`config.mk`:
```
export PLATFORM = sky130hd
export DESIGN_NAME = ltr_ldo_regs
export DESIGN_NICKNAME = d
export VERILOG_FILES = /design/src/logic/ltr_pkg.sv /design/src/logic/ltr_sync_if.sv /design/src/logic/ltr_ldo_regs.sv /design/src/logic/ltr_sync.sv
export VERILOG_INCLUDE_DIRS = /design/src /design/src/logic
export SDC_FILE = /design/constraint.sdc
export NUM_CORES = 1
export LEC_CHECK = 0
export BUFFER_PORTS_ARGS = -buffer_cell sky130_fd_sc_hd__buf_2
export CORE_MARGIN = 5
export CORE_UTILIZATION = 55
export DETAILED_ROUTE_END_ITERATION = 8
export MAX_ROUTING_LAYER = met4
export PLACE_DENSITY = 0.75
export RECOVER_POWER = 100
export SYNTH_ARGS = -nofsm -noshare
export SYNTH_HDL_FRONTEND = slang
export SYNTH_SLANG_ARGS = --single-unit
```
`constraint.sdc`:
```
create_clock -name clk_i -period 7.6 [get_ports clk_i]
set_clock_uncertainty 0.15 [all_clocks]
set_input_delay 0.38 -clock clk_i [delete_from_list [all_inputs] [get_ports clk_i]]
set_output_delay 0.38 -clock clk_i [all_outputs]
set_load 0.05 [all_outputs]
```
`src/logic/ltr_map.svh`:
```
// ltr_map.svh: register offsets, field positions, reset values and decode constants
// assumes: included by the ldo control bank files after the package
`ifndef LTR_MAP_SVH
`define LTR_MAP_SVH

// ----------------------------------------
// register offsets
// ----------------------------------------
`define LTR_OFS_FIRST 8'h40
`define LTR_OFS_SECOND 8'h41
`define LTR_OFS_THIRD 8'h42
`define LTR_OFS_STATUS 8'h43

// ----------------------------------------
// field positions
// ----------------------------------------
`define LTR_EN_BIT 5
`define LTR_CODE_MSB 4
`define LTR_DIS_LSB 2
`define LTR_DIS_MSB 4
`define LTR_WE_BIT 1
`define LTR_PG_LSB 5

// ----------------------------------------
// reset values
// ----------------------------------------
`define LTR_RST_CODE 5'h00
`define LTR_RST_BITS3 3'h0
`define LTR_RST_BIT 1'h0
`define LTR_RST_BYTE 8'h00
`define LTR_RST_CNT 3'h0
`define LTR_CNT_LAST 3'h7
`define LTR_SYNC_RST 5'h1f

// ----------------------------------------
// voltage decode in millivolts
// ----------------------------------------
`define LTR_MV_BASE0 12'h578
`define LTR_MV_BASE1 12'h866
`define LTR_MV_BASE2 12'h9f6
`define LTR_MV_BASE3 12'hbb8
`define LTR_MV_COARSE 12'h064
`define LTR_MV_FINE 12'h032

`endif

```
`src/logic/ltr_pkg.sv`:
```
// ltr_pkg: types of the ldo control bank
// assumes: nothing beyond a sv compiler
`default_nettype none

package ltr_pkg;
    typedef logic [4:0] ltr_code_t;
    typedef logic [11:0] ltr_mv_t;
    typedef enum logic [3:0] {
        LTR_IDLE,
        LTR_ADDR,
        LTR_ACK_ADDR,
        LTR_REG,
        LTR_ACK_REG,
        LTR_WDATA,
        LTR_ACK_DATA,
        LTR_RDATA,
        LTR_RACK
    } ltr_state_t;
endpackage

`default_nettype wire

```
`src/logic/ltr_sync_if.sv`:
```
// ltr_sync_if: raw pin levels in, agreed levels out
// assumes: one clock domain, driven by ltr_sync
`default_nettype none

interface ltr_sync_if #(parameter int W = 5);
    logic [W-1:0] raw;
    logic [W-1:0] clean;
    modport sync_mp(input raw, output clean);
    modport user_mp(output raw, input clean);
endinterface

`default_nettype wire

```
`src/logic/ltr_ldo_regs.sv`:
```
// ltr_ldo_regs: serial-bus register bank for three ldo regulators
// assumes: scl/sda and below-threshold levels arrive from outside the clock domain
// Functional notes
// 43h bit4 is third ldo discharge enable
// 43h bits 7:5 read power good flags
// power good clears while output below threshold
// 5-bit code, range bits 4:3, step 2:0
// code decodes to documented millivolt table
// each enable bit drives only its ldo
// discharge switch on when enabled and ldo off
// host writes write-exact bit1 only as default
// read-only bits ignore writes, fixed values except the 43h bits 7:5 power good flags
// written values reach outputs right after byte
`default_nettype none
`include "ltr_map.svh"

module ltr_ldo_regs
    import ltr_pkg::*;
#(
    parameter logic [6:0] DEV_ADDR = 7'h2a, // value arbitrary
    parameter logic [5:0] RO_HI = 6'h00,
    parameter logic RO_LSB = 1'h0
) (
    input wire logic clk_i,
    input wire logic srst_i,
    input wire logic scl_i,
    input wire logic sda_i,
    input wire logic [2:0] below_thr_i,
    output var logic sda_o,
    output var logic sda_oe_o,
    output var logic [2:0] ldo_enable_o,
    output var logic [2:0][4:0] ldo_voltage_code_o,
    output var logic [2:0][11:0] ldo_vout_mv_o,
    output var logic [2:0] ldo_discharge_on_o,
    output var logic [2:0] ldo_power_good_o
);
    // ----------------------------------------
    // decode helpers
    // ----------------------------------------
    function automatic logic [2:0] reg_idx(input logic [7:0] p);
        if (p == `LTR_OFS_FIRST) begin
            return 3'h0;
        end else if (p == `LTR_OFS_SECOND) begin
            return 3'h1;
        end else if (p == `LTR_OFS_THIRD) begin
            return 3'h2;
        end else if (p == `LTR_OFS_STATUS) begin
            return 3'h3;
        end else begin
            return 3'h4;
        end
    endfunction

    function automatic ltr_mv_t vmv(input ltr_code_t c);
        ltr_mv_t st;
        st = {9'h000, c[2:0]};
        case (c[4:3])
            2'h0: return `LTR_MV_BASE0 + 12'(st * `LTR_MV_COARSE);
            2'h1: return `LTR_MV_BASE1 + 12'(st * `LTR_MV_FINE);
            2'h2: return `LTR_MV_BASE2 + 12'(st * `LTR_MV_FINE);
            default: return `LTR_MV_BASE3 + 12'(st * `LTR_MV_COARSE);
        endcase
    endfunction

    // ----------------------------------------
    // pin synchronisers
    // ----------------------------------------
    ltr_sync_if #(.W(5)) sif ();
    assign sif.raw = {below_thr_i, sda_i, scl_i};
    ltr_sync #(.W(5), .RST_VAL(`LTR_SYNC_RST)) u_sync (
        .clk_i(clk_i),
        .srst_i(srst_i),
        .sif(sif.sync_mp)
    );
    logic scl_s, sda_s;
    logic [2:0] below_s;
    assign scl_s = sif.clean[0];
    assign sda_s = sif.clean[1];
    assign below_s = sif.clean[4:2];

    // ----------------------------------------
    // state
    // ----------------------------------------
    ltr_state_t state, next_state;
    logic scl_q, sda_q, got8, next_got8, rw, next_rw, nack, next_nack, next_oe;
    logic [2:0] cnt, next_cnt, dis, next_dis, next_en;
    logic [7:0] shreg, next_shreg, ptr, next_ptr, rd_now;
    logic [2:0][4:0] next_code;
    logic we_bit, next_we, wr_stb;
    logic [2:0] wr_idx;
    logic scl_rise, scl_fall, start_det, stop_det;

    assign scl_rise = scl_s && !scl_q;
    assign scl_fall = !scl_s && scl_q;
    assign start_det = scl_s && scl_q && sda_q && !sda_s;
    assign stop_det = scl_s && scl_q && !sda_q && sda_s;
    assign wr_idx = reg_idx(ptr);

    // ----------------------------------------
    // read mux
    // ----------------------------------------
    always_comb begin
        logic [2:0] ri;
        ri = reg_idx(ptr);
        rd_now = `LTR_RST_BYTE;
        if (ri < 3'h3) begin
            rd_now = {RO_HI[2*ri[1:0] +: 2], ldo_enable_o[ri[1:0]], ldo_voltage_code_o[ri[1:0]]};
        end else if (ri == 3'h3) begin
            rd_now = {ldo_power_good_o[2], ldo_power_good_o[1], ldo_power_good_o[0],
                      dis, we_bit, RO_LSB};
        end
    end

    // ----------------------------------------
    // serial engine and register writes
    // ----------------------------------------
    always_comb begin
        next_state = state;
        next_shreg = shreg;
        next_cnt = cnt;
        next_got8 = got8;
        next_rw = rw;
        next_nack = nack;
        next_ptr = ptr;
        next_oe = sda_oe_o;
        next_en = ldo_enable_o;
        next_code = ldo_voltage_code_o;
        next_dis = dis;
        next_we = we_bit;
        wr_stb = 1'b0;
        if (stop_det) begin
            next_state = LTR_IDLE;
            next_oe = 1'b0;
        end else if (start_det) begin
            next_state = LTR_ADDR;
            next_cnt = `LTR_RST_CNT;
            next_got8 = 1'b0;
            next_oe = 1'b0;
        end else begin
            case (state)
                LTR_ADDR, LTR_REG, LTR_WDATA: begin
                    if (scl_rise) begin
                        next_shreg = {shreg[6:0], sda_s};
                        next_cnt = cnt + 3'h1;
                        next_got8 = (cnt == `LTR_CNT_LAST);
                    end else if (scl_fall && got8) begin
                        next_got8 = 1'b0;
                        next_oe = 1'b1;
                        if (state == LTR_ADDR) begin
                            if (shreg[7:1] == DEV_ADDR) begin
                                next_rw = shreg[0];
                                next_state = LTR_ACK_ADDR;
                            end else begin
                                next_oe = 1'b0;
                                next_state = LTR_IDLE;
                            end
                        end else if (state == LTR_REG) begin
                            next_ptr = shreg;
                            next_state = LTR_ACK_REG;
                        end else begin
                            wr_stb = 1'b1;
                            next_ptr = ptr + 8'h01;
                            next_state = LTR_ACK_DATA;
                        end
                    end
                end
                LTR_ACK_ADDR, LTR_ACK_REG, LTR_ACK_DATA: begin
                    if (scl_fall) begin
                        next_oe = 1'b0;
                        next_cnt = `LTR_RST_CNT;
                        if (state == LTR_ACK_ADDR && rw) begin
                            next_shreg = rd_now;
                            next_oe = !rd_now[7];
                            next_state = LTR_RDATA;
                        end else if (state == LTR_ACK_ADDR) begin
                            next_state = LTR_REG;
                        end else begin
                            next_state = LTR_WDATA;
                        end
                    end
                end
                LTR_RDATA: begin
                    if (scl_rise) begin
                        next_cnt = cnt + 3'h1;
                        next_got8 = (cnt == `LTR_CNT_LAST);
                    end else if (scl_fall && got8) begin
                        next_got8 = 1'b0;
                        next_oe = 1'b0;
                        next_ptr = ptr + 8'h01;
                        next_state = LTR_RACK;
                    end else if (scl_fall) begin
                        next_shreg = {shreg[6:0], 1'b0};
                        next_oe = !shreg[6];
                    end
                end
                LTR_RACK: begin
                    if (scl_rise) begin
                        next_nack = sda_s;
                    end else if (scl_fall && nack) begin
                        next_state = LTR_IDLE;
                    end else if (scl_fall) begin
                        next_shreg = rd_now;
                        next_oe = !rd_now[7];
                        next_cnt = `LTR_RST_CNT;
                        next_state = LTR_RDATA;
                    end
                end
                default: begin
                end
            endcase
        end
        if (wr_stb && wr_idx < 3'h3) begin
            next_en[wr_idx[1:0]] = shreg[`LTR_EN_BIT];
            next_code[wr_idx[1:0]] = shreg[`LTR_CODE_MSB:0];
        end else if (wr_stb && wr_idx == 3'h3) begin
            next_dis = shreg[`LTR_DIS_MSB:`LTR_DIS_LSB];
            next_we = shreg[`LTR_WE_BIT];
        end
    end

    // ----------------------------------------
    // derived outputs
    // ----------------------------------------
    logic [2:0] next_pg, next_dchg;
    logic [2:0][11:0] next_mv;
    always_comb begin
        next_pg = ~below_s;
        next_dchg = dis & ~ldo_enable_o;
        for (int i = 0; i < 3; i++) begin
            next_mv[i] = vmv(ldo_voltage_code_o[i]);
        end
    end

    always_ff @(posedge clk_i) begin
        if (srst_i) begin
            state <= LTR_IDLE;
            scl_q <= 1'b1;
            sda_q <= 1'b1;
            shreg <= `LTR_RST_BYTE;
            cnt <= `LTR_RST_CNT;
            got8 <= 1'b0;
            rw <= 1'b0;
            nack <= 1'b0;
            ptr <= `LTR_RST_BYTE;
            sda_oe_o <= 1'b0;
            sda_o <= 1'b0;
            ldo_enable_o <= `LTR_RST_BITS3;
            ldo_voltage_code_o <= {3{`LTR_RST_CODE}};
            dis <= `LTR_RST_BITS3;
            we_bit <= `LTR_RST_BIT;
            ldo_power_good_o <= `LTR_RST_BITS3;
            ldo_discharge_on_o <= `LTR_RST_BITS3;
            ldo_vout_mv_o <= {3{`LTR_MV_BASE0}};
        end else begin
            state <= next_state;
            scl_q <= scl_s;
            sda_q <= sda_s;
            shreg <= next_shreg;
            cnt <= next_cnt;
            got8 <= next_got8;
            rw <= next_rw;
            nack <= next_nack;
            ptr <= next_ptr;
            sda_oe_o <= next_oe;
            sda_o <= 1'b0;
            ldo_enable_o <= next_en;
            ldo_voltage_code_o <= next_code;
            dis <= next_dis;
            we_bit <= next_we;
            ldo_power_good_o <= next_pg;
            ldo_discharge_on_o <= next_dchg;
            ldo_vout_mv_o <= next_mv;
        end
    end
endmodule

`default_nettype wire

```
`src/logic/ltr_sync.sv`:
```
// ltr_sync: three-stage pin synchroniser, output moves when stages two and three agree
// assumes: clk_i domain, synchronous active-high reset
`default_nettype none
`include "ltr_map.svh"

module ltr_sync
    import ltr_pkg::*;
#(
    parameter int W = 5,
    parameter logic [W-1:0] RST_VAL = '1
) (
    input wire logic clk_i,
    input wire logic srst_i,
    ltr_sync_if.sync_mp sif
);
    logic [W-1:0] s1, s2, s3, clean;
    logic [W-1:0] next_clean;

    // ----------------------------------------
    // per-bit agreement filter
    // ----------------------------------------
    for (genvar g = 0; g < W; g++) begin : g_bit
        always_comb begin
            next_clean[g] = (s2[g] == s3[g]) ? s3[g] : clean[g];
        end
    end

    always_ff @(posedge clk_i) begin
        if (srst_i) begin
            s1 <= RST_VAL;
            s2 <= RST_VAL;
            s3 <= RST_VAL;
            clean <= RST_VAL;
        end else begin
            s1 <= sif.raw;
            s2 <= s1;
            s3 <= s2;
            clean <= next_clean;
        end
    end

    assign sif.clean = clean;
endmodule

`default_nettype wire

```
Word level (Yosys, flattened, before mapping)
Index checks and enable logic that the tools add are counted.

Reductions and logical operators: 43. Multiplexer cells: 81. Eq/ne operators: 50. Shifts and indexed selects: 1. Magnitude comparators: 3. Bitwise operators: 7. $mul: 6. Add/sub/neg operators: 14. Divide/modulo/power cells: 0.

Operators by type and width (count): 2-to-1 mux 8 bit (17); one-hot mux 12 bit (3 select lines) (3); adder 12 x 9 -> 12 bit (first input constant) (6); multiplier 3 x 5 -> 8 bit (second input constant) (6); adder 11 x 10 -> 12 bit (first input constant) (3); adder 12 x 10 -> 12 bit (first input constant) (3); 2-to-1 mux 4 bit (9); 2-to-1 mux 3 bit (11); == test 8 x 7 -> 1 bit (second input constant) (4); one-hot mux 8 bit (4 select lines) (1); inequality test 3 bit (second input constant) (9); 2-to-1 mux 1 bit (26); inequality test 2 bit (second input constant) (13); AND reduction 8 bit (3); == test 4 x 3 -> 1 bit (second input constant) (4); one-hot mux 4 bit (4 select lines) (1); one-hot mux 8 bit (2 select lines) (1); bitwise mux 15 bit (1); logical AND 1 bit (13); AND reduction 12 bit (1); binary-select mux 5 bit (select 2 bit) (1); demux 5 bit (select 2 bit) (1); 2-to-1 mux 5 bit (2); one-hot mux 3 bit (3 select lines) (1); 40 further kinds (65).

Bits in latches: 0. Word-level logic and storage cells: 235. Register bits after elaboration: 113. ROM bits: 0. Output and inout bits: 62. Memories kept: 0. RAM bits: 0. Input bits: 7.

Depth between registers and ports, before layout
Gate-level depths: netlist of the first run.

Depth in word-level cells: 13. Gate-level depth with buffers: 11. Depth with buffers taken out: 10.

By module
From an unflattened synthesis of the first run, not the netlist that was laid out.

Cells, all modules: 756. Area, all modules: 6530.0 sq um.

Modules (own cells, without submodules): ltr_ldo_regs (cells an instance 704, times used 1, sequential area each 1801.7 sq um, area an instance 5931.9 sq um); ltr_sync (cells an instance 52, times used 1, sequential area each 400.4 sq um, area an instance 598.1 sq um).

Worst setup path before layout of the first run
No wires, ideal clock.

Path type: register to register. Start: reg ldo_voltage_code_o[6] (netlist name). End: reg ldo_vout_mv_o[19] (netlist name). Data arrival time: 2.785 ns. Clock period less this slack: 3.072 ns. Data required time: 7.313 ns. Cell stages (with the launch flop): 10. Library setup time: 0.137 ns. Path buffers: 0. Path slack: 4.528 ns. Cell sequence: dfxtp_1 -> inv_1 -> ha_1 -> ha_1 -> ha_1 -> ha_1 -> nor3_1 -> nor2_1 -> a221oi_1 -> a211oi_1.

Longest elaborated chain between the ends: 3. Elaborated cells between the ends (all ways): 7. Those cells by class: 4 x add/sub; 2 x mul; 1 x mux.

RTL lines: start, declared (line ltr_ldo_regs.sv:32) `output var logic [2:0][4:0] ldo_voltage_code_o,`; start signal, assigned (line ltr_ldo_regs.sv:248) `` ldo_voltage_code_o <= {3{`LTR_RST_CODE}}; ``; start signal, assigned (line ltr_ldo_regs.sv:267) `ldo_voltage_code_o <= next_code;`; multiplier 3 x 5 -> 8 bit (no source line); adder 12 x 10 -> 12 bit (no source line) (tied with other cells); one-hot mux 12 bit (3 select lines) (*) (line ltr_ldo_regs.sv:57) `case (c[4:3])`; end signal, assigned (line ltr_ldo_regs.sv:253) `` ldo_vout_mv_o <= {3{`LTR_MV_BASE0}}; ``; end signal, assigned (line ltr_ldo_regs.sv:272) `ldo_vout_mv_o <= next_mv;`; end, declared (line ltr_ldo_regs.sv:33) `output var logic [2:0][11:0] ldo_vout_mv_o,`.

Every way passes the cells marked *; elsewhere a longest branch is shown, timed or not. A chain may end at the register's enable or synchronous reset.

Final worst setup path of the first run
Start: in srst_i. End: reg sda_oe_o.

Longest elaborated chain between the ends: 1.

RTL lines: start, declared (line ltr_ldo_regs.sv:25) `input wire logic srst_i,`; OR reduction 3 bit (no source line); end signal, assigned (line ltr_ldo_regs.sv:264) `sda_oe_o <= next_oe;`; end, declared (line ltr_ldo_regs.sv:30) `output var logic sda_oe_o,`.

Every way passes these cells.

==> impl_results.md, run 1 <==
- Vias per Instance: 6.272
- Fill cell total of the finished layout: ~1,100
- CP max-delay cell: clkbuf_1
- Die W: 120.7 um
- Slew HR: -132.2%
- ANT cells: 0
- DR iter-0 viols: 553
- Final Hold Fails: 0
- Reg-to-reg startpoint: ldo_voltage_code_o[11]$_SDFFE_PP0P_
- CTS tree: yes
- Commonest cells in the netlist: dfxtp_1, nor2_1, ha_1
- Core area: 0.01201 mm^2
- Via count: about 6,000
- Worst path most repeated cell: clkbuf_1
- Cell variety after synth: 72
- Most common cell in the netlist: dfxtp_1
- Setup_tns: 0 ns
- Pwr Total: 0.001317 W
- Syn Area/Cell: 8.589 um^2
- Share of the synthesized area in the top cell type: 32.66%
- Async SR Flop Fraction: 0%
- DRC violations left: 0
- Violated checks: capacitance limit, slew limit
- CTS hold repair buffers: 0
- Largest net degree at the start of global routing: 81
- Yosys warning count: 0
- Vias in the first global route: 5,681
- Min-Delay Path Class: primary input to flip-flop
- # rows: 40
- RD Place Congestion: 0.9402
- Final worst-path cycle share: 50.99%
- Crit-path cells: clkbuf_1, clkbuf_1, a31oi_1, nand2_1, a21oi_1, o21bai_1
- Detail Route Antenna Nets: 0
- Hold_sp: below_thr_i[0]
- Final nets: 875
- GRT overflow: 0
- Unrepaired setup endpoints after global routing: false
- Setup Viol. Count Final: 0
- Gate Count Post-Synth: approximately 790
- Tot GR Track Use: 23.90%
- I/O pin total: just under 70
- Max cap viols: 1
- CP max stage delay: 2.44 ns
- Post-CTS setup buffers: 0
- Share of layout cells above drive strength 1: under 10%
- Startpoint Class: primary input
- Worst Path Arrival: 3.98 ns
- Post-synthesis sequential area ratio: 32.66%
- # H-tree levels: 3
- Root Buffer Master: clkbuf_16
- Clock latency at the later pin of the worst-skew pair: roughly 0.36 ns
- Clock sink count: 110
- First-pass GRT wire length: 28.12 mm
- I/O Buffers: between 60 and 70
- Max FO, Critical Path: 80
- Static Leak: 2.890 nW
- Starting Density: between 50% and 60%
- PostCTS Resize Cnt: 0
- Yosys reg bits: 110
- Die area: 0.01457 mm^2
- Worst-Margin Slew: 3.483 ns
- Reg clk slew, reported paths: around 0.07 ns
- Fmax: between 0.2 and 0.3 GHz
- Pwr Density: around 180 mW/mm^2
- Pre-antenna DRT Iters: 5
- Max clock buf depth: 2
- Post-synth EDFFs: 0
- Area leader, netlist: dfxtp_1
- Max-slew violations: a little over 80
- Ys flop type: dfxtp_1
- Crit Path Class: primary input to flip-flop
- Num CTS Buffers: 9
- Status: finished with violations
- Worst setup path start: srst_i
- Initial antenna violation count: 0
- Wire per inst: around 17 um
- Final HPWL DP: 11.58 mm
- Fin crit period: 3.875 ns
- Routed wire length: around 17 mm
- VDD IR max: 226.7 uV
- Die Ht: 120.7 um
- Crit end category: flip-flop
- Area delta synth->final: 7.961%
- Largest cells by area after synthesis: dfxtp_1, ha_1, mux2i_1
- Critical path required time: 7.70 ns
- Post-Syn Area: 0.006743 mm^2
## layout by cell type, fill, tap and decap left out, types with 4 or more instances in the layout
master and n:
a31oi_1 9, a221oi_1 8, o21bai_1 4, xor2_1 12
a22o_1 4, nor3_1 20, a311oi_1 6, or3_1 9
o211ai_1 13, o21ai_0 42, nor2b_1 8, nor3b_1 8
inv_1 36, dfxtp_1 110, o22ai_1 7, and3b_1 4
o41ai_1 8, o311ai_0 9, or2_2 25, clkbuf_16 9
clkbuf_1 60, a211oi_1 15, conb_1 4, a22oi_1 7
o221ai_1 11, nand3_1 9, xnor2_1 16, nand2b_1 9
a21oi_1 43, buf_2 5, nor2_1 73, ha_1 57
and3_1 5, nand2_1 44, a21o_1 5, mux2i_1 28
o21a_1 13
## per-layer routing
layer  track usage (%)  share of wire [%]  vias up
met5                 -                  0        -
met4             6.586                2.0        0
met3             5.753                6.2       37
met2             37.90                 47      211
met1             30.62                 45     2889
li1                  -                  -     2903
## cell families after synthesis
family,synth area share [%]
muxes,4.157
and+or+nand+nor,19.52
other,0.05562
adders and majority gates,10.73
xor gates and xnor gates,3.637
DFF,32.66
buffers and inverters,5.697
AOI/OAI and AO/OA,23.55
## layout make-up
class	instances	area, um^2	share of cell area, %
multi-input cells	587	4163	57.18
flip-flops and latches	110	2202	30.25
repair buffers	67	265.3	3.644
clock buffers	9	225.2	3.094
well taps	147	183.9	2.527
inverters	36	135.1	1.856
clock inverters	7	105.1	1.444
## state kept, by name, indices dropped and copies added (netlist names), 4 cells and up
register,flops
ldo_vout_mv_o,33
ldo_voltage_code_o,15
ptr,8
shreg,8
u_sync.s1,5
u_sync.s2,5
u_sync.s3,5
u_sync.sif.clean,5
state,4
## metrics by stage
step	hold WS, ns	setup WS, ns	instance area (um^2)	util (%)	instances
after floorplan	0.2395	4.528	6754	-	788
after global placement	0.2461	4.582	7038	58.59	947
after detailed placement	0.2440	4.459	7038	58.59	947
after CTS	0.03869	4.455	7368	61.34	963
after global routing	0.04982	3.318	7279	60.60	963
final	0.04826	3.725	7279	60.60	963
## report_power, final
group          total, W  internal (W)  switching [W]
combinational  0.000187     0.0000663       0.000120
sequential     0.000610      0.000586      0.0000236
clock          0.000521      0.000293       0.000227
## final timing paths
path,endpoint,slack (ns),cells after the start
max reg2reg,ldo_vout_mv_o[31]$_SDFF_PP0_,4.30,9
max,sda_oe_o$_SDFFE_PP0P_,3.73,6
min reg2reg,u_sync.s2[0]$_SDFF_PP1_,0.26,1
min,u_sync.s1[2]$_SDFF_PP1_,0.05,2
## critical path: cells and delay by family
kind / cells / cell delay, ns
buffers and inverters: 2 / 2.53
AOI/OAI and AO/OA: 3 / 0.75
and+or+nand+nor: 1 / 0.24
Power figures use the tool's default switching activity.
==> run 2: changes to the inputs <==
Settings changed: ABC_AREA set to 1, CORE_UTILIZATION 55 to 54, PLACE_DENSITY 0.75 to 0.77.
Clock period 7.6 ns to 3.45 ns, I/O delays scaled along.
==> impl_results.md, run 2 <==
- Status: finished with violations
- Violated checks: capacitance limit, slew limit
- Area delta synth->final: 8.502%
- Crit Path Class: flip-flop to flip-flop
- Post-synthesis sequential area ratio: 33.55% (+0.89 points)
- CP delay by family, top: simple AND/OR/NAND/NOR gates
- Worst-Margin Slew: 1.512 ns (-1.971 ns)
- Max-slew violations: 70 (-14%)
- Pre-antenna DRT Iters: 5 (unchanged)
- Multi-input logic area: 0.003699 mm^2 (-11%)
- Clock sink count: 110 (unchanged)
- I/O pin total: 69 (unchanged)
- First-pass GRT wire length: 26.05 mm (-7.3%)
- Starting Density: 54.87% (-1.3 points)
- Clock latency at the later pin of the worst-skew pair: 0.36 ns (about the same)
- CP max stage delay: 0.64 ns (-1.80 ns)
- Via count: 6,077 (+0.61%)
- Wire per inst: 14.12 um (-18%)
- Yosys warning count: 0 (unchanged)
- Largest cells by area after synthesis: dfxtp_1, ha_1, nand2_1
- Most common cell after layout, fill and taps aside: nand2_1
- Pwr Total: 0.003143 W (+140%)
- GRT overflow: 0 (unchanged)
- Final HPWL DP: 11.10 mm (-4.1%)
- Biggest regs: ldo_vout_mv_o (33), ldo_voltage_code_o (15)
- Initial antenna violation count: 0 (unchanged)
- # rows: 40 (unchanged)
- Max clock buf depth: 2 (unchanged)
- Fmax: 0.3329 GHz
- Largest net degree at the start of global routing: 70 (-14%)
- Crit end category: flip-flop
- Post-Syn Area: 0.006564 mm^2 (-2.7%)
- Die Ht: 120.3 um (-0.39%)
- Die W: 120.3 um (-0.39%)
- Fill cell total of the finished layout: 1,121 (+4.5%)
- DRC violations left: 0 (unchanged)
- Static Leak: 3.258 nW (+13%)
- Setup Viol. Count Final: 0 (unchanged)
- CP max-delay cell: nor2_1
- Most frequent cells in the layout: nand2_1, dfxtp_1, inv_1
- Tot GR Track Use: 22.30% (-1.6 points)
- Gate Count Post-Synth: 899 (+15%)
- Max FFs per register: 33 (unchanged)
- Worst Path Arrival: 3.15 ns (-0.83 ns)
- Max cap viols: 1 (unchanged)
- RD Place Congestion: 0.9440 (+0.40%)
- CP Buf/Inv Count: 1 (-1)
- Share of layout cells above drive strength 1: 7.187% (-0.90 points)
- Commonest cells in the netlist: nand2_1, dfxtp_1, inv_1
- Cell variety after synth: 48 (-33%)
- Max FO, Critical Path: 13 (-84%)
- Vias in the first global route: 5,675 (-0.11%)
- Startpoint Class: flip-flop
- Core area: 0.01196 mm^2 (-0.42%)
- Unrepaired setup endpoints after global routing: false
- Share of the synthesized area in the top cell type: 33.55% (+0.89 points)
- DR iter-0 viols: 522 (-5.6%)
- Slew HR: -0.7683% (+130 points)
- Post-synth EDFFs: 0 (unchanged)
- Crit-path cells: inv_1, ha_1, o21ai_0, nand3_1, nor2_1, and2_0, o21ai_0, a21oi_1
- Min-Delay Path Class: flip-flop to flip-flop
- Async SR Flop Fraction: 0% (unchanged)
- Final worst-path cycle share: 87.06%
- Setup_tns: 0 ns (unchanged)
- Final Hold Fails: 0 (unchanged)
- Largest register by flop count: ldo_vout_mv_o
- Vias per Instance: 5.490 (-12%)
- Die area: 0.01446 mm^2 (-0.78%)
- Num CTS Buffers: 9 (unchanged)
- Area leader, netlist: dfxtp_1
- VDD IR max: 464.7 uV (+100%)
- Reg area: 0.002202 mm^2 (unchanged)
- PostCTS Resize Cnt: 0 (unchanged)
- Pwr Density: 441.3 mW/mm^2 (+140%)
- Syn Area/Cell: 7.301 um^2 (-15%)
- CTS tree: yes
- Detail Route Antenna Nets: 0 (unchanged)
- Reg clk slew, reported paths: 0.08 ns (about the same)
- I/O Buffers: 64 (unchanged)
- Yosys reg bits: 110 (unchanged)
- ANT cells: 0 (unchanged)
- Critical path required time: 3.59 ns (-4.11 ns)
- Most common cell in the netlist: nand2_1
- # H-tree levels: 3 (unchanged)
- Root Buffer Master: clkbuf_16
- Fin crit period: ~3 ns
- Ys flop type: dfxtp_1
- Final nets: 1,019 (+16%)
- Routed wire length: 15.64 mm (-5.4%)
- Worst path most repeated cell: o21ai_0
-- run 2: changes by cell type after synthesis, sizes merged, moves of 9 or more --
| cell | before | now |
|---|---|---|
| nand4 | 2 | 11 |
| o311ai | 9 | 0 |
| nand2 | 45 | 173 |
| nand3 | 9 | 68 |
| or3 | 10 | 0 |
| a21oi | 44 | 75 |
| mux2i | 28 | 0 |
| clkbuf | 38 | 15 |
| inv | 36 | 110 |
| nor2 | 74 | 95 |
| xnor2 | 16 | 3 |
| o21ai | 44 | 62 |
| o41ai | 9 | 0 |
-- run 2: layout make-up --
type / instances / area share, %
clock buffer: 10 / 3.356
clock inverter: 6 / 1.054
inverter: 110 / 5.798
multi-input combinational: 653 / 51.93
sequential: 110 / 30.92
tap: 147 / 2.583
timing repair buffer: 71 / 4.357
-- run 2: per-stage QoR --
step,hold slack [ns],setup WS (ns),instance area [um^2],utilization [%],cells
global route,0.2774,0.1843,7122,59.54,1107
detailed placement,0.2066,0.6543,6935,57.98,1086
global placement,0.2040,0.7499,6935,57.98,1086
floorplan,0.1263,0.4295,6575,-,902
finish,0.2600,0.4464,7122,59.54,1107
CTS,0.2614,0.6357,7300,61.03,1107
-- run 2: kinds of logic after synthesis --
group,count (synthesis),share of synthesized area [%]
flops,110,33.55
other cells,1,0.05713
xor+xnor,9,1.201
compound gates,190,17.29
simple gates,390,27.87
buf+inv,139,8.711
fa+ha+maj,60,11.32
-- run 2: path summary, 6_finish.rpt --
kind                            from                      end  slack, ns  cells past startpoint
min          u_sync.s1[1]$_SDFF_PP1_  u_sync.s2[1]$_SDFF_PP1_       0.26                      1
max              ptr[0]$_SDFFE_PP0P_      dis[2]$_SDFFE_PP0P_       0.45                      8
max reg2reg      ptr[0]$_SDFFE_PP0P_      dis[2]$_SDFFE_PP0P_       0.45                      8
min reg2reg  u_sync.s1[1]$_SDFF_PP1_  u_sync.s2[1]$_SDFF_PP1_       0.26                      1
-- run 2: what timing repair did --
| item | CTS | global route |
|---|---|---|
| hold buffers | 5 | 0 |
| setup buffers | 0 | 0 |
| endpoints found under the hold margin | 5 | 0 |
-- run 2: layer usage --
metal	vias up	wire length (um)	track usage (%)
li1	3090	-	-
met1	2777	7370	28.54
met2	187	7032	35.30
met3	23	989	4.911
met4	0	243	7.224
met5	-	0	-
-- run 2: power breakdown --
| part | internal (W) | switching [W] |
|---|---|---|
| Combinational | 0.000192 | 0.000461 |
| Clock | 0.000595 | 0.000512 |
| Sequential | 0.00132 | 0.0000646 |
| Total | 0.00211 | 0.00104 |
==> run 3: changes to the inputs <==
Settings changed: CAP_MARGIN set to 20, PLACE_DENSITY 0.77 to 0.83.
==> impl_results.md, run 3 (synthesis gave the netlist of run 2 again) <==
- Min-Delay Path Class: flip-flop to flip-flop
- I/O pin total: 69 (unchanged)
- Die Ht: 120.3 um (unchanged)
- Max cap viols: 1 (unchanged)
- Unrepaired setup endpoints after global routing: false
- Fmax: 0.3399 GHz (+2.1%)
- Pwr Density: 432.7 mW/mm^2 (-1.9%)
- ANT cells: 0 (unchanged)
- Num CTS Buffers: 9 (unchanged)
- Final worst-path cycle share: 85.27% (-1.8 points)
- Area delta synth->final: 8.121%
- Crit-path cells: inv_1, ha_1, o21ai_0, nand3_1, nor2_1, and2_0, o21ai_0, a21oi_1
- Max clock buf depth: 2 (unchanged)
- Cells on Worst Hold Path: 1 (unchanged)
- Max FO, Critical Path: 13 (unchanged)
- Util after Layout: 59.33% (-0.21 points)
- CTS hold repair buffers: 5 (unchanged)
- Tot GR Track Use: 22.60% (+0.30 points)
- Via count: 6,180 (+1.7%)
- DRC violations left: 0 (unchanged)
- Setup_tns: 0 ns (unchanged)
- R2R Path End: dis[2]$_SDFFE_PP0P_
- Worst setup margin: 0.5083 ns (+0.06192 ns)
- Hold Path End: u_sync.s2[1]$_SDFF_PP1_
- Setup Viol. Count Final: 0 (unchanged)
- Core area: 0.01196 mm^2 (unchanged)
- Hold_sp: u_sync.s1[1]$_SDFF_PP1_
- CTS tree: yes
- Biggest regs: ldo_vout_mv_o (33), ldo_voltage_code_o (15)
- Pre-antenna DRT Iters: 5 (unchanged)
- Startpoint Class: flip-flop
- Clock latency at the later pin of the worst-skew pair: 0.37 ns (about the same)
- Worst reg2reg setup slack: 0.51 ns (+0.06 ns)
- Final nets: 1,019 (unchanged)
- Wire per inst: 14.21 um (+0.63%)
- VDD IR max: 348.2 uV (-25%)
- # H-tree levels: 3 (unchanged)
- CP max stage delay: 0.57 ns (-0.07 ns)
- Reg-to-reg startpoint: ptr[0]$_SDFFE_PP0P_
- Vias per Instance: 5.583 (+1.7%)
- Post-CTS setup buffers: 0 (unchanged)
- Largest register by flop count: ldo_vout_mv_o
- First-pass GRT wire length: 26.13 mm (+0.29%)
- Worst r2r path cells: 8 (unchanged)
- Starting Density: 54.87% (unchanged)
- Vias in the first global route: 5,560 (-2.0%)
- I/O Buffers: 64 (unchanged)
- Fin crit period: 2.942 ns (-0.06192 ns)
- Die W: 120.3 um (unchanged)
- CP max-delay cell: nor2_1
- Final cell count without fillers: 1,107 (unchanged)
- Worst path most repeated cell: o21ai_0
- Largest net degree at the start of global routing: 70 (unchanged)
- Final HPWL DP: 11.36 mm (+2.4%)
- Max-slew violations: 70 (unchanged)
- Inst Count DP: 1,086 (unchanged)
- Most frequent cells in the layout: nand2_1, dfxtp_1, inv_1
- Critical path required time: 3.59 ns (about the same)
- RD Place Congestion: 0.9766 (+3.5%)
- Share of layout cells above drive strength 1: 7.083% (-0.10 points)
- GRT overflow: 0 (unchanged)
- Initial antenna violation count: 0 (unchanged)
- Worst Path Arrival: 3.09 ns (-0.06 ns)
- DR iter-0 viols: 747 (+43%)
- Worst-Margin Slew: 1.523 ns (+0.01124 ns)
- PostCTS Resize Cnt: 0 (unchanged)
- Status: finished with violations
- Reg clk slew, reported paths: 0.08 ns (about the same)
- Fill cell total of the finished layout: 1,149 (+2.5%)
- Detail Route Antenna Nets: 0 (unchanged)
- # rows: 40 (unchanged)
- Clock sink count: 110 (unchanged)
- Crit end category: flip-flop
- Place WS: 0.6268 ns (-0.02750 ns)
- Slew HR: -1.518% (-0.75 points)
- Violated checks: capacitance limit, slew limit
- Static Leak: 3.240 nW (-0.57%)
- Crit Path Class: flip-flop to flip-flop
- Root Buffer Master: clkbuf_16
- Max FFs per register: 33 (unchanged)
- Die area: 0.01446 mm^2 (unchanged)
- Most common cell after layout, fill and taps aside: nand2_1
- Routed wire length: 15.73 mm (+0.63%)
- Final Hold Fails: 0 (unchanged)
run 3: layer usage:
metal	GRT usage (%)	wire [um]
met1	29.49	7382
met2	34.95	6901
met3	4.584	1054
met5	-	0
met4	8.286	396
run 3: worst max path at each step:
stage / to / start
2_1_floorplan: ldo_vout_mv_o[21]$_SDFF_PP0_ / ldo_voltage_code_o[6]$_SDFFE_PP0P_
3_3_place_gp: ldo_vout_mv_o[21]$_SDFF_PP0_ / ldo_voltage_code_o[6]$_SDFFE_PP0P_
3_5_place_dp: ldo_vout_mv_o[21]$_SDFF_PP0_ / ldo_voltage_code_o[6]$_SDFFE_PP0P_
4_1_cts: ldo_vout_mv_o[21]$_SDFF_PP0_ / ldo_voltage_code_o[6]$_SDFFE_PP0P_
5_1_grt: dis[2]$_SDFFE_PP0P_ / ptr[0]$_SDFFE_PP0P_
6_report: dis[2]$_SDFFE_PP0P_ / ptr[0]$_SDFFE_PP0P_
run 3: through the flow:
stage | power [W] | hold WS (ns) | instance area [um^2]
after floorplan | 0.001956 | 0.1263 | 6575
after global placement | 0.002067 | 0.2042 | 6935
after detailed placement | 0.002079 | 0.2084 | 6935
after CTS | 0.003098 | 0.2410 | 7269
after global routing | 0.003226 | 0.2781 | 7097
final | 0.003071 | 0.2603 | 7097
run 3: final cells by class:
class,count,area (um^2),share of cell area (%)
clock buffer,10,229.0,3.226
clock inverter,6,55.05,0.7757
inverter,110,412.9,5.818
multi-input combinational,653,3709,52.26
sequential,110,2202,31.03
tap,147,183.9,2.592
timing repair buffer,71,305.3,4.302
run 3: worst max-delay path, delay by kind of cell (launching register included):
family | cells | cell delay (ns)
AND/OR/NAND/NOR | 3 | 1.43
AO/OA/AOI/OAI | 3 | 0.54
flip-flops | 1 | 0.43
adder cells (fa/ha/maj) | 1 | 0.22
buffers and inverters | 1 | 0.09
run 3: power by group:
part | total [W] | switching, W | internal [W]
clock | 0.00102 | 0.000517 | 0.000505
sequential | 0.00139 | 0.0000669 | 0.00132
combinational | 0.000664 | 0.000467 | 0.000197
total | 0.00307 | 0.00105 | 0.00202
